`src/design/amtps_map.vh`:
```
`ifndef AMTPS_MAP_VH
`define AMTPS_MAP_VH

// Register byte offsets
`define AMTPS_OFS_TRIG3_SEL 8'h00
`define AMTPS_OFS_TRIG4_SEL 8'h04
`define AMTPS_OFS_TRIG5_SEL 8'h08
`define AMTPS_OFS_PROG0_IRQ 8'h0c
`define AMTPS_OFS_PROG1_IRQ 8'h10
`define AMTPS_OFS_PROG2_IRQ 8'h14
`define AMTPS_OFS_STATUS 8'h18
`define AMTPS_OFS_MASK 8'h1c
`define AMTPS_OFS_RESULT0 8'h20
`define AMTPS_OFS_RESULT1 8'h24
`define AMTPS_OFS_RESULT2 8'h28
`define AMTPS_OFS_RESULT3 8'h2c

// Trigger selector fields
`define AMTPS_SEL_EN_BIT 7
`define AMTPS_SEL_PROG_MSB 2
`define AMTPS_SEL_PROG_LSB 0
`define AMTPS_PROG_LAST 3'h5

// Interrupt select field and codes
`define AMTPS_IRQ_MSB 1
`define AMTPS_IRQ_LSB 0
`define AMTPS_IRQ_NONE 2'h0
`define AMTPS_IRQ_RSVD 2'h1
`define AMTPS_IRQ_DONE 2'h2
`define AMTPS_IRQ_NONE2 2'h3

// Status and mask bits
`define AMTPS_ST_DONE 0
`define AMTPS_ST_DISABLED 1
`define AMTPS_ST_RESERVED 2
`define AMTPS_ST_OVERRUN 3
`define AMTPS_ST_WIDTH 4

// Reset values
`define AMTPS_RST_SEL 8'h00
`define AMTPS_RST_IRQ 2'h0
`define AMTPS_RST_STATUS 4'h0
`define AMTPS_RST_MASK 4'h0
`define AMTPS_RST_RESULT 12'h000

`endif

```
`src/design/amtps_trig.v`:
```
`timescale 1ns/1ns
`default_nettype none
`include "amtps_map.vh"

// One motor-driver trigger: selector register, gating and a pending start.
module amtps_trig (
  input wire clock,
  input wire srst,
  input wire wr_en,
  input wire [7:0] wr_data,
  input wire trig,
  input wire grant,
  output wire [7:0] sel_value,
  output reg pending,
  output reg [2:0] pend_program,
  output reg hit_disabled,
  output reg hit_reserved,
  output reg hit_overrun
);

  reg enable;
  reg [2:0] program_number;
  wire code_ok;
  wire accept;

  assign sel_value = {enable, 4'h0, program_number};
  assign code_ok = (program_number <= `AMTPS_PROG_LAST);
  assign accept = trig & enable & code_ok;

  always @(posedge clock) begin
    if (srst) begin
      enable <= 1'b0;
      program_number <= 3'h0;
      pending <= 1'b0;
      pend_program <= 3'h0;
      hit_disabled <= 1'b0;
      hit_reserved <= 1'b0;
      hit_overrun <= 1'b0;
    end else begin
      if (wr_en) begin
        enable <= wr_data[`AMTPS_SEL_EN_BIT];
        program_number <= wr_data[`AMTPS_SEL_PROG_MSB:`AMTPS_SEL_PROG_LSB];
      end
      // A new trigger beats the grant; one landing on an ungranted pending start overwrites it and sets overrun
      if (accept) begin
        pending <= 1'b1;
        pend_program <= program_number;
      end else if (grant) begin
        pending <= 1'b0;
      end
      hit_disabled <= trig & ~enable;
      // Reserved codes never start a program
      hit_reserved <= trig & enable & ~code_ok;
      hit_overrun <= accept & pending & ~grant;
    end
  end

endmodule

`default_nettype wire

```
`src/design/amtps_top.v`:
```
`timescale 1ns/1ns
`default_nettype none
`include "amtps_map.vh"

//////////////////////////////////////////////////////////////////////////////
// Notes on behaviour
// - Trigger 3 enable at bit 7
// - Trigger 4 enable at bit 7
// - Trigger 5 enable at bit 7
// - Program number bits 2-0, codes 6-7 reserved
// - Interrupt code 10 raises done interrupt
// - Program 0 uses interrupt selector 0
// - Program 1 uses interrupt selector 1
// - Three triggers, each own selector, in order
// - Slot m result goes to register m
module amtps_top #(
  parameter RESULT_WIDTH = 12
) (
  input wire clock,
  input wire srst,
  input wire [7:0] reg_addr,
  input wire [31:0] reg_wdata,
  input wire reg_write,
  input wire reg_read,
  output reg [31:0] reg_rdata,
  input wire motor_trigger_3,
  input wire motor_trigger_4,
  input wire motor_trigger_5,
  input wire start_ready,
  output reg start_valid,
  output reg [2:0] start_program,
  output reg [2:0] start_trigger,
  input wire program_done,
  input wire [2:0] done_program,
  input wire slot_valid,
  input wire [1:0] slot_index,
  input wire [RESULT_WIDTH-1:0] slot_result,
  output reg motor_trigger_done_irq,
  output reg irq
);

  //////////////////////////////////////////////////////////////////////////////
  // Decoding helpers

  function [7:0] trig_offset;
    input integer k;
    begin
      case (k)
        0: trig_offset = `AMTPS_OFS_TRIG3_SEL;
        1: trig_offset = `AMTPS_OFS_TRIG4_SEL;
        default: trig_offset = `AMTPS_OFS_TRIG5_SEL;
      endcase
    end
  endfunction

  function [7:0] irq_offset;
    input integer k;
    begin
      case (k)
        0: irq_offset = `AMTPS_OFS_PROG0_IRQ;
        1: irq_offset = `AMTPS_OFS_PROG1_IRQ;
        default: irq_offset = `AMTPS_OFS_PROG2_IRQ;
      endcase
    end
  endfunction

  function [7:0] result_offset;
    input integer k;
    begin
      case (k)
        0: result_offset = `AMTPS_OFS_RESULT0;
        1: result_offset = `AMTPS_OFS_RESULT1;
        2: result_offset = `AMTPS_OFS_RESULT2;
        default: result_offset = `AMTPS_OFS_RESULT3;
      endcase
    end
  endfunction

  //////////////////////////////////////////////////////////////////////////////
  // Address decode for the write path; the read path decodes reg_addr itself

  wire [2:0] sel_hit;
  wire [2:0] prog_irq_hit;
  wire status_hit;
  wire mask_hit;

  genvar g;
  generate
    for (g = 0; g < 3; g = g + 1) begin : reg_decode
      // Each trigger has its own selector in ascending order
      assign sel_hit[g] = (reg_addr == trig_offset(g));
      assign prog_irq_hit[g] = (reg_addr == irq_offset(g));
    end
  endgenerate

  assign status_hit = (reg_addr == `AMTPS_OFS_STATUS);
  assign mask_hit = (reg_addr == `AMTPS_OFS_MASK);

  //////////////////////////////////////////////////////////////////////////////
  // Trigger selectors 3 to 5

  wire [2:0] trig_in;
  wire [2:0] trig_wr;
  wire [2:0] grant;
  wire [2:0] pend;
  wire [2:0] hit_disabled;
  wire [2:0] hit_reserved;
  wire [2:0] hit_overrun;
  wire [23:0] sel_bus;
  wire [8:0] pend_prog_bus;

  assign trig_in = {motor_trigger_5, motor_trigger_4, motor_trigger_3};

  generate
    for (g = 0; g < 3; g = g + 1) begin : trig_slot
      assign trig_wr[g] = reg_write & sel_hit[g];
      amtps_trig u_trig (
        .clock(clock),
        .srst(srst),
        .wr_en(trig_wr[g]),
        .wr_data(reg_wdata[7:0]),
        .trig(trig_in[g]),
        .grant(grant[g]),
        .sel_value(sel_bus[8*g+7:8*g]),
        .pending(pend[g]),
        .pend_program(pend_prog_bus[3*g+2:3*g]),
        .hit_disabled(hit_disabled[g]),
        .hit_reserved(hit_reserved[g]),
        .hit_overrun(hit_overrun[g])
      );
    end
  endgenerate

  //////////////////////////////////////////////////////////////////////////////
  // Start arbitration: lowest trigger number first, one start per cycle

  assign grant[0] = start_ready & pend[0];
  assign grant[1] = start_ready & pend[1] & ~pend[0];
  assign grant[2] = start_ready & pend[2] & ~pend[1] & ~pend[0];

  reg [2:0] next_start_program;
  reg [2:0] next_start_trigger;

  always @* begin
    next_start_program = 3'h0;
    next_start_trigger = 3'h0;
    if (grant[0]) begin
      next_start_program = pend_prog_bus[2:0];
      next_start_trigger = 3'h3;
    end else if (grant[1]) begin
      next_start_program = pend_prog_bus[5:3];
      next_start_trigger = 3'h4;
    end else if (grant[2]) begin
      next_start_program = pend_prog_bus[8:6];
      next_start_trigger = 3'h5;
    end
  end

  always @(posedge clock) begin
    if (srst) begin
      start_valid <= 1'b0;
      start_program <= 3'h0;
      start_trigger <= 3'h0;
    end else begin
      start_valid <= |grant;
      if (|grant) begin
        start_program <= next_start_program;
        start_trigger <= next_start_trigger;
      end
    end
  end

  //////////////////////////////////////////////////////////////////////////////
  // Completion interrupt selectors for programs 0 to 2

  reg [1:0] irq_code [0:2];
  reg [1:0] done_code;
  integer i;
  integer j;

  always @(posedge clock) begin
    if (srst) begin
      for (i = 0; i < 3; i = i + 1) begin
        irq_code[i] <= `AMTPS_RST_IRQ;
      end
    end else if (reg_write) begin
      for (i = 0; i < 3; i = i + 1) begin
        if (prog_irq_hit[i]) begin
          irq_code[i] <= reg_wdata[`AMTPS_IRQ_MSB:`AMTPS_IRQ_LSB];
        end
      end
    end
  end

  // Programs 3 to 5 carry no selector here and so never interrupt
  always @* begin
    case (done_program)
      3'h0: done_code = irq_code[0];
      3'h1: done_code = irq_code[1];
      3'h2: done_code = irq_code[2];
      default: done_code = `AMTPS_IRQ_NONE;
    endcase
  end

  wire done_event;
  // Codes 00, 01 and 11 stay silent
  assign done_event = program_done & (done_code == `AMTPS_IRQ_DONE);

  always @(posedge clock) begin
    if (srst) begin
      motor_trigger_done_irq <= 1'b0;
    end else begin
      motor_trigger_done_irq <= done_event;
    end
  end

  //////////////////////////////////////////////////////////////////////////////
  // Conversion results, one register per slot

  reg [RESULT_WIDTH-1:0] result [0:3];

  always @(posedge clock) begin
    if (srst) begin
      for (j = 0; j < 4; j = j + 1) begin
        result[j] <= `AMTPS_RST_RESULT;
      end
    end else if (slot_valid) begin
      result[slot_index] <= slot_result;
    end
  end

  //////////////////////////////////////////////////////////////////////////////
  // Sticky status, mask and interrupt line

  reg [`AMTPS_ST_WIDTH-1:0] status;
  reg [`AMTPS_ST_WIDTH-1:0] mask;
  wire [`AMTPS_ST_WIDTH-1:0] st_set;
  wire [`AMTPS_ST_WIDTH-1:0] st_clr;
  wire [`AMTPS_ST_WIDTH-1:0] next_status;
  wire [`AMTPS_ST_WIDTH-1:0] next_mask;

  assign st_set[`AMTPS_ST_DONE] = done_event;
  assign st_set[`AMTPS_ST_DISABLED] = |hit_disabled;
  assign st_set[`AMTPS_ST_RESERVED] = |hit_reserved;
  assign st_set[`AMTPS_ST_OVERRUN] = |hit_overrun;
  assign st_clr = (reg_write && status_hit) ?
                  reg_wdata[`AMTPS_ST_WIDTH-1:0] : {`AMTPS_ST_WIDTH{1'b0}};
  // Set beats write-one-to-clear in the same cycle
  assign next_status = (status & ~st_clr) | st_set;
  assign next_mask = (reg_write && mask_hit) ?
                     reg_wdata[`AMTPS_ST_WIDTH-1:0] : mask;

  always @(posedge clock) begin
    if (srst) begin
      status <= `AMTPS_RST_STATUS;
      mask <= `AMTPS_RST_MASK;
      irq <= 1'b0;
    end else begin
      status <= next_status;
      mask <= next_mask;
      // Registered from the next state so irq follows status and mask
      // with no lag
      irq <= |(next_status & next_mask);
    end
  end

  //////////////////////////////////////////////////////////////////////////////
  // Read port: data one cycle after the strobe, zero otherwise

  reg [31:0] next_rdata;

  always @* begin
    next_rdata = 32'h0000_0000;
    case (reg_addr)
      `AMTPS_OFS_TRIG3_SEL: next_rdata = {24'h000000, sel_bus[7:0]};
      `AMTPS_OFS_TRIG4_SEL: next_rdata = {24'h000000, sel_bus[15:8]};
      `AMTPS_OFS_TRIG5_SEL: next_rdata = {24'h000000, sel_bus[23:16]};
      `AMTPS_OFS_PROG0_IRQ: next_rdata = {30'h0, irq_code[0]};
      `AMTPS_OFS_PROG1_IRQ: next_rdata = {30'h0, irq_code[1]};
      `AMTPS_OFS_PROG2_IRQ: next_rdata = {30'h0, irq_code[2]};
      `AMTPS_OFS_STATUS: next_rdata = {28'h0000000, status};
      `AMTPS_OFS_MASK: next_rdata = {28'h0000000, mask};
      result_offset(0): next_rdata[RESULT_WIDTH-1:0] = result[0];
      result_offset(1): next_rdata[RESULT_WIDTH-1:0] = result[1];
      result_offset(2): next_rdata[RESULT_WIDTH-1:0] = result[2];
      result_offset(3): next_rdata[RESULT_WIDTH-1:0] = result[3];
      default: next_rdata = 32'h0000_0000;
    endcase
  end

  always @(posedge clock) begin
    if (srst) begin
      reg_rdata <= 32'h0000_0000;
    end else if (reg_read) begin
      reg_rdata <= next_rdata;
    end else begin
      reg_rdata <= 32'h0000_0000;
    end
  end

endmodule

`default_nettype wire

```
`config.mk`:
```
export PLATFORM = sky130hd
export DESIGN_NAME = amtps_top
export DESIGN_NICKNAME = d
export VERILOG_FILES = /design/src/design/amtps_trig.v /design/src/design/amtps_top.v
export VERILOG_INCLUDE_DIRS = /design/src /design/src/design
export SDC_FILE = /design/constraint.sdc
export NUM_CORES = 1
export LEC_CHECK = 0
export BUFFER_PORTS_ARGS = -buffer_cell sky130_fd_sc_hd__buf_4
export CAP_MARGIN = 15
export CORE_MARGIN = 5
export CORE_UTILIZATION = 58
export DETAILED_ROUTE_END_ITERATION = 8
export PLACE_DENSITY = 0.86
export SYNTH_ARGS = -nofsm -noshare
export SYNTH_HDL_FRONTEND = slang
export SYNTH_SLANG_ARGS = --single-unit
```
`constraint.sdc`:
```
create_clock -name clock -period 2.8 [get_ports clock]
set_input_delay 0.14 -clock clock [delete_from_list [all_inputs] [get_ports clock]]
set_output_delay 0.14 -clock clock [all_outputs]
set_load 0.1 [all_outputs]
```
==> out/qor.yml <==
clockBufferDepth: 2
drv_slew: 0
synth_cell_types: 45
antenna_cells: 0
synthSimpleGateAreaFrac_pct: 18.9
synthCells: 450
worstPathRequired_ps: 3250
synthMuxAreaShare_pct: 4.69
die_w_um: 102
synth_area_leaders: "edfxtp_1, dfxtp_1, and2_1"
synth_top_family_by_area: "simple AND/OR/NAND/NOR gates"
period_share_pct: 75.2
place.gp.congestion: 0.881
crit_type: "reg -> reg"
drtAntennaViolNets: 0
cp_data_arrival_time_ps: 2560
cp_max_fo: 2
end_kind: "flip-flop"
coreArea_um2: 8260
vias: 3764
layout_common_cells: "buf_4, dfxtp_1, edfxtp_1, and2_1, nor2_1"
synth-compound-area-share_pct: 13.1
finalHoldViolCount: 0
cts_root_buffer: "clkbuf_8"
placed_area_um2: 5440
hold_class: "in -> reg"
finClkSkew_ps: 5.39
wl_mm: 11.7
grt_pass1_wl_mm: 18.7
grt_max_degree: 59
drtPass1Iterations: 6
grt_setup_unrepaired: "false"
p_leak_uw: 0.00250
wl_met2_mm: 6.38
fin_area_um2: 6290
die_h_um: 102
clk_latency_ps: 520
drive_above_1_share_pct: 21.3
final_common_cell: "buf_4"
slew_headroom_pct: 42.6
final_nets: 609
met3_length_um: 770
area_growth_pct: 26.9
rows: 33
cts_tree: "built"
max_freq_mhz: 475
yosysTopAreaCell: "edfxtp_1"
clk_pin_slew_ps: 60
die_area_um2: 10500
ys_warn_count: 0
netlist_area_um2: 4960
cts_sinks: 116
timing.setup.tns_ps: 0
pin_count: 108
cts-htree-levels: 4
cts_made_buffers: 17
critPathLaunchType: "flip-flop"
synth-adder-area-share_pct: 0
top_layer_used: "met4"
synth_top_flop_cell: "dfxtp_1"
status: "complete, no violations"
ys_seq_area_share_pct: 57.7
syn_area_per_cell_um2: 11.0
maxCapViolations: 0
synth_top_area_share_pct: 32.7
postLayoutCoreUtil_pct: 76.2
ys_ff_latch: 116
synth_edf_count: 54
first_global_vias: 3827
vias_per_cell: 5.70
antenna_found_initial: 0
worst_pin_slew_ps: 859
grt_overflow_total: 0
hpwl_mm: 7.51
period_needed_ps: 2110
track_usage_pct: 23.9
portBuffers: 60
setup_violations: 0
met1_length_mm: 4.35
post_cts.repair.setup_buffers: 0
drc_errors: 0
vdd_ir_drop_max_mv: 0.625
async_flop_share_pct: 0
drt-wirelength-per-cell_um: 17.8
drt_iter0_markers: 251
initial_core_util_pct: 60.0
synth_xor_area_share_pct: 0
p_per_area_nw_per_um2: 676
[per-layer routing]
metal  GRT usage, %  up-vias
met5              0        -
met4           9.69        0
met3           6.62       23
met2           43.5      145
met1           26.1     1812
li1               -     1784
[power by group]
part           switching [uW]  internal (uW)  total, uW
registers                21.6           1840       1860
logic                     230           99.0        329
clock network             795           1270       2060
total                    1050           3210       4250
[kinds of logic (layout without fill, tap and decap cells)]
group / after synthesis / after routing
AND/OR/NAND/NOR: 173 / 173
flip-flops: 116 / 116
AO/OA/AOI/OAI: 88 / 88
buffers and inverters: 49 / 135
multiplexers: 23 / 23
other: 1 / 20
[sequential cells by signal, indices dropped and copies added, names as in the netlist, 4 cells and up]
name                             count
result                              48
reg_rdata                           12
trig_slot.u_trig.pend_program        9
trig_slot.u_trig.program_number      9
irq_code                             6
mask                                 4
status                               4
[final timing paths]
| kind | start | endpoint | slack, ps | cells past startpoint |
|---|---|---|---|---|
| max | irq_code[0][2] | motor_trigger_done_irq | 690 | 5 |
| min | reg_addr[2] | reg_rdata[1] | 90 | 4 |
| max reg2reg | irq_code[0][2] | motor_trigger_done_irq | 690 | 5 |
| min reg2reg | trig_slot[2].u_trig.pend_program[1] | start_program[1] | 460 | 2 |
[area by class of cell]
class / count / area, um2
clock inverters: 15 / 158
inverters: 5 / 18.8
flip-flops and latches: 116 / 2860
fillers: 519 / 1970
well taps: 105 / 131
clock buffers: 17 / 414
multi-input cells: 304 / 1900
repair buffers: 98 / 806
[cells in the mapped netlist (2+ instances only)]
cell type and count:
dfxtp_1 62, edfxtp_1 54, and2_1 53, nor2_1 47
a22oi_1 24, nand2_1 22, buf_4 21, mux2i_1 21
a21oi_1 17, clkbuf_1 15, nor3_1 13, nand3_1 9
o21ai_0 9, a22o_1 8, buf_2 7, nand2b_1 6
a221oi_1 5, inv_1 5, a31o_2 4, a31oi_1 4
nand4_1 4, nor3b_1 4, a2111oi_2 3, a21o_1 3
nor2b_1 3, a222oi_1 2, mux2_2 2, nor4_1 2
nor4b_2 2, o22a_1 2, o31ai_1 2, or2_2 2
[worst max-delay path, stage by stage (launching register included)]
cell,delay [ps]
edfxtp_1,380
o31ai_1,300
dlygate4sd3_1,620
nand3_1,80
dlygate4sd3_1,570
nor2_1,90
[stage by stage]
stage	hold WS [ps]	total power, uW	std cells	worst slack (ps)
final	93.9	4250	660	695
after global routing	94.4	4380	660	600
after CTS	71.7	4270	660	769
after detailed placement	416	2190	600	702
after global placement	402	2180	600	736
after floorplan	284	2110	469	1330
[repair_timing]
item,in CTS,in global routing
resized for setup,0,0
endpoints found under the hold margin,79,0
hold buffers,28,0
Note: power is estimated with default switching activity, not from simulation.
